**src/pmc_defs.vh**
```
`ifndef PMC_DEFS_VH
`define PMC_DEFS_VH

// ****************************************
// Register map
// ****************************************
`define PMC_ADDR_W 8
`define PMC_PORT_MODE_REG_ADDR 8'h91
`define PMC_DATA_W 8

// ****************************************
// Field positions
// ****************************************
`define PMC_P3_MSB 7
`define PMC_P3_LSB 6
`define PMC_P2_MSB 5
`define PMC_P2_LSB 4
`define PMC_CARD_PU_BIT 3
`define PMC_RSVD_BIT 2
`define PMC_P0_MSB 1
`define PMC_P0_LSB 0

// ****************************************
// Reset values and masks
// ****************************************
`define PMC_RESET_VAL 8'h00
`define PMC_MASK_FULL 8'hfb
`define PMC_MASK_REDUCED 8'hc8

// ****************************************
// Mode codes
// ****************************************
`define PMC_MODE_QUASI 2'h0
`define PMC_MODE_PUSH 2'h1
`define PMC_MODE_SLOW 2'h2
`define PMC_MODE_INPUT 2'h3
`define PMC_P0_STD 2'h0
`define PMC_P0_RSVD 2'h1
`define PMC_P0_SLOW 2'h2
`define PMC_P0_PUSH 2'h3

`endif

```
**src/pmc_pin_sel.v**
```verilog
`timescale 1ns/100ps
`include "pmc_defs.vh"

// Per-pin mode select: pins flagged in i_apply_mask follow the field,
// the rest keep the code-00 default.
module pmc_pin_sel #(
   parameter NPINS = 8
)(
   input wire [1:0] i_mode,
   input wire [NPINS-1:0] i_apply_mask,
   output wire [2*NPINS-1:0] o_pin_mode
);
   genvar g;
   generate
      for (g = 0; g < NPINS; g = g + 1)
      begin : g_pin
         assign o_pin_mode[2*g+1:2*g] = i_apply_mask[g] ? i_mode : `PMC_MODE_QUASI;
      end
   endgenerate
endmodule

```
**src/pmc_p0_decode.v**
```verilog
`timescale 1ns/100ps
`include "pmc_defs.vh"

// Port 0 code decode into one-hot pad controls
module pmc_p0_decode (
   input wire [1:0] i_code,
   output reg o_std,
   output reg o_slow,
   output reg o_push
);
   always @*
   begin
      o_std = 1'b0;
      o_slow = 1'b0;
      o_push = 1'b0;
      case (i_code)
         `PMC_P0_STD: o_std = 1'b1;
         `PMC_P0_SLOW: o_slow = 1'b1;
         `PMC_P0_PUSH: o_push = 1'b1;
         // Reserved code: keep standard behaviour as the safe choice
         default: o_std = 1'b1;
      endcase
   end
endmodule

```
**src/pmc_port_mode.v**
```verilog
// The implementer's own choice: the address-and-strobe port.
`timescale 1ns/100ps
`include "pmc_defs.vh"

module pmc_port_mode #(
   parameter FULL_VARIANT = 1,
   parameter [7:0] P3_APPLY_MASK = 8'h1b
)(
   input wire i_ref_clk,
   input wire i_rstn,
   input wire [`PMC_ADDR_W-1:0] i_addr,
   input wire [`PMC_DATA_W-1:0] i_wdata,
   input wire i_wr,
   input wire i_rd,
   output reg [`PMC_DATA_W-1:0] o_rdata,
   output reg [15:0] o_p3_pin_mode,
   output reg [1:0] o_p2_mode,
   output reg o_p0_std,
   output reg o_p0_slow,
   output reg o_p0_push,
   output reg o_card_pullup_en
);
   // ****************************************
   // Register storage
   // ****************************************
   // Reserved bits are stored as zero: "undefined" is met by reading zero
   localparam [7:0] IMPL_MASK = (FULL_VARIANT != 0) ? `PMC_MASK_FULL : `PMC_MASK_REDUCED;

   reg [7:0] port_mode_reg_q;
   reg [7:0] port_mode_reg_d;
   wire sel_w;
   wire [15:0] p3_pin_mode_w;
   wire p0_std_w;
   wire p0_slow_w;
   wire p0_push_w;
   wire [1:0] port3_mode_field;
   wire [1:0] port2_mode_field;
   wire [1:0] port0_mode_field;
   wire card_detect_pullup_off;

   assign sel_w = (i_addr == `PMC_PORT_MODE_REG_ADDR);

   always @*
   begin
      port_mode_reg_d = port_mode_reg_q;
      if (i_wr && sel_w)
      begin
         port_mode_reg_d = i_wdata & IMPL_MASK;
      end
   end

   always @(posedge i_ref_clk)
   begin
      if (!i_rstn)
      begin
         port_mode_reg_q <= `PMC_RESET_VAL;
      end
      else
      begin
         port_mode_reg_q <= port_mode_reg_d;
      end
   end

   assign port3_mode_field = port_mode_reg_q[`PMC_P3_MSB:`PMC_P3_LSB];
   assign port2_mode_field = port_mode_reg_q[`PMC_P2_MSB:`PMC_P2_LSB];
   assign port0_mode_field = port_mode_reg_q[`PMC_P0_MSB:`PMC_P0_LSB];
   assign card_detect_pullup_off = port_mode_reg_q[`PMC_CARD_PU_BIT];

   // ****************************************
   // Mode decode
   // ****************************************
   pmc_pin_sel #(
      .NPINS(8)
   ) u_p3_sel (
      .i_mode(port3_mode_field),
      .i_apply_mask(P3_APPLY_MASK),
      .o_pin_mode(p3_pin_mode_w)
   );

   pmc_p0_decode u_p0_dec (
      .i_code(port0_mode_field),
      .o_std(p0_std_w),
      .o_slow(p0_slow_w),
      .o_push(p0_push_w)
   );

   // ****************************************
   // Registered outputs
   // ****************************************
   // Outputs trail the register by one edge so every pin comes from a flop
   always @(posedge i_ref_clk)
   begin
      if (!i_rstn)
      begin
         o_rdata <= 8'h00;
         o_p3_pin_mode <= 16'h0000;
         o_p2_mode <= `PMC_MODE_QUASI;
         o_p0_std <= 1'b1;
         o_p0_slow <= 1'b0;
         o_p0_push <= 1'b0;
         o_card_pullup_en <= 1'b1;
      end
      else
      begin
         o_rdata <= (i_rd && sel_w) ? port_mode_reg_q : 8'h00;
         o_p3_pin_mode <= p3_pin_mode_w;
         o_p2_mode <= port2_mode_field;
         o_p0_std <= p0_std_w;
         o_p0_slow <= p0_slow_w;
         o_p0_push <= p0_push_w;
         o_card_pullup_en <= ~card_detect_pullup_off;
      end
   end
endmodule

```
**config.mk**
```make
export PLATFORM = sky130hd
export DESIGN_NAME = pmc_port_mode
export DESIGN_NICKNAME = d
export VERILOG_FILES = /design/src/pmc_pin_sel.v /design/src/pmc_p0_decode.v /design/src/pmc_port_mode.v
export VERILOG_INCLUDE_DIRS = /design/src
export SDC_FILE = /design/constraint.sdc
export NUM_CORES = 1
export LEC_CHECK = 0
export ABC_AREA = 1
export BUFFER_PORTS_ARGS = -buffer_cell sky130_fd_sc_hd__buf_4
export CORE_ASPECT_RATIO = 1.25
export CORE_MARGIN = 2
export CORE_UTILIZATION = 44
export CTS_CLUSTER_SIZE = 16
export DETAILED_ROUTE_END_ITERATION = 10
export MAX_ROUTING_LAYER = met4
export PLACE_DENSITY = 0.82
export SLEW_MARGIN = 20
export SYNTH_ARGS = -nofsm -noshare
export SYNTH_HDL_FRONTEND = slang
export SYNTH_SLANG_ARGS = --single-unit
```
**constraint.sdc**
```tcl
create_clock -name i_ref_clk -period 0.8 [get_ports i_ref_clk]
set_input_delay 0.04 -clock i_ref_clk [delete_from_list [all_inputs] [get_ports i_ref_clk]]
set_output_delay 0.04 -clock i_ref_clk [all_outputs]
set_load 0.02 [all_outputs]
```
==> results.ini <==
[cts]
cts_root_buf=clkbuf_4
numCtsBuffers=3
cts_htree_levels=1
cts.clk_slew.worst_paths_ns=0.11
cts_sinks=22
clk_latency_ns=0.29
cts_tree=done
clk_path_buf_depth=2

[status]
outcome=complete, but fails checks
violations=negative setup slack

[power]
ir_worst_vdd_uv=714.5
power.leakage_nw=0.7163
p_per_area_nw_per_um2=1365

[timing]
drv_slew=0
period_share_pct=105.4
finClkSkew_ns=0.005398
worst_slack_ns=-0.04302
finalHoldViolations=0
fmax_mhz=1186
rsz0062_at_grt=yes
layout_min_cycle_time_ns=0.8430
final-setup-viol-count=8

[synthesis]
synthTopCellsByCount=32 x inv_1, 27 x nand2_1, 22 x dfxtp_1
synth-xor-area-share_pct=0
synth_top_area_share_pct=43.40
synth_cell_types=15
synth_area_leaders=dfxtp_1 43%, buf_4 12%, inv_1 12%, nand2_1 10%, nor2_2 4.9%
ys_async_sr_fraction_pct=0
syn_area_per_cell_um2=7.629
synth-seq-area-share_pct=43.40
yosysWarningCount=0
synth-compound-area-share_pct=0
synthFlopType=dfxtp_1
netlist_instances=133
ys_ff_latch=22
syn-cell-area_um2=1015
yosysTopAreaCell=dfxtp_1
synthMuxAreaShare_pct=0
synth_most_common_cell=inv_1
synthAdderAreaFrac_pct=0
synth_top_family_by_area=simple AND/OR/NAND/NOR gates
synth-simple-area-share_pct=31.07
synth_enable_flop_cells=0

[finish]
fin_cells=198
area_growth_syn_to_layout_pct=34.65
drive_gt1_share_pct=43.71
n_antenna_cell=0
nNetsFinal=188

[detailed_routing]
firstDrtPassIters=3
ant_nets=0
vias=818
via_per_inst=4.131
wl_per_cell_um=8.758
drt_iter0_markers=5
remaining_drc_errors=0
postRouteWirelength_um=1734

[placed_design]
dpl.cell_count=194
io_buffers=39
dpl_worst_slack_ns=-0.06137
routabilityCongestion=0.7818
hpwl_um=1480

[floorplan]
rows=19
ioPinCount=50
start_util_pct=46.40
die_area_um2=2709
core_area_um2=2187
die_w_um=46.95
die_h_um=57.69

[critical_path]
crit_arrival_ns=0.80
critical_path.max_fanout=4
startpoint_type=flop
slowest_delay_ns=0.39
cp_data_required_time_ns=0.76
cp_top_family=flip-flops
timing.critical_path.slowest_stage_cell=dfxtp_4
critPathKind=flop to output port
crit_buf_inv=1
rrSetupSlack_ns=0.12
path_cells=buf_6
cp-end-kind=output port

[global_routing]
grt_max_degree=15
grt_use_total_pct=14.18
grt_pass1_wl_um=2739
gr-total-overflow=0
antenna_found_initial=0
grt_pass1_vias=703

[hold_path]
hold_class=input pin to flop

[job]
cap_violations=0

## cell families after synthesis
| group | Yosys count |
|---|---|
| buffers and inverters | 50 |
| DFF | 22 |
| other | 1 |
| and+or+nand+nor | 60 |
## registers in the layout (all words and copies together), names as in the netlist
signal and count:
port_mode_reg_q 7, o_rdata 7, o_card_pullup_en 1, o_p0_std 1
o_p3_pin_mode 2, o_p0_slow 1, o_p0_push 1, o_p2_mode 2
## routing by layer
layer	vias up	wire length, µm	global-route usage [%]
li1	420	-	-
met1	355	606	14.12
met2	39	998	25.83
met3	4	98	1.246
met4	0	30	7.143
met5	-	0	-
## through the flow
step	cell area (µm²)	total power, mW	hold slack [ns]	setup TNS, ns	utilization (%)
global route	1366	1.932	0.03967	-0.7362	62.47
floorplan	1045	1.262	0.1462	0	-
CTS	1299	1.866	0.03223	-0.3612	59.38
detailed placement	1245	1.315	0.3430	-0.6226	56.92
finish	1366	1.865	0.04050	-0.2898	62.47
global placement	1245	1.305	0.3433	-0.01106	56.92
## power by group
group	switching, mW	leakage [nW]	total, mW	internal [mW]
sequential	0.000738	0.183	1.09	1.09
clock	0.302	0.0210	0.580	0.277
combinational	0.114	0.512	0.193	0.0791
total	0.417	0.716	1.86	1.45
## timing repair
item,in CTS,in global routing
setup buffers,0,0
pin swaps,0,0
hold buffers,0,0
resized for setup,8,25
endpoints found under the setup margin,11,21
## layout by cell type (no fill, tap or decap), drive strengths merged
master  count
buf        39
inv        33
nand2      27
dfxtp      22
nor2       22
conb        9
nand3       8
clkbuf      4
nand4       1
nor3        1
nand3b      1
## area by class of cell
class / count / area (µm²)
flip-flops and latches: 22 / 461.7
repair buffers: 39 / 356.6
clock buffers: 4 / 36.28
fillers: 202 / 820.8
multi-input cells: 69 / 349.1
well taps: 31 / 38.79
inverters: 33 / 123.9
## worst paths after layout
kind / start / to / cells after the start
setup / recovery: o_p3_pin_mode[8] / o_p3_pin_mode[0] / 1
hold / removal: i_rstn / o_card_pullup_en / 2
setup reg to reg: port_mode_reg_q[0] / port_mode_reg_q[0] / 4
hold reg to reg: port_mode_reg_q[3] / o_card_pullup_en / 1
Power figures use the tool's default switching activity.
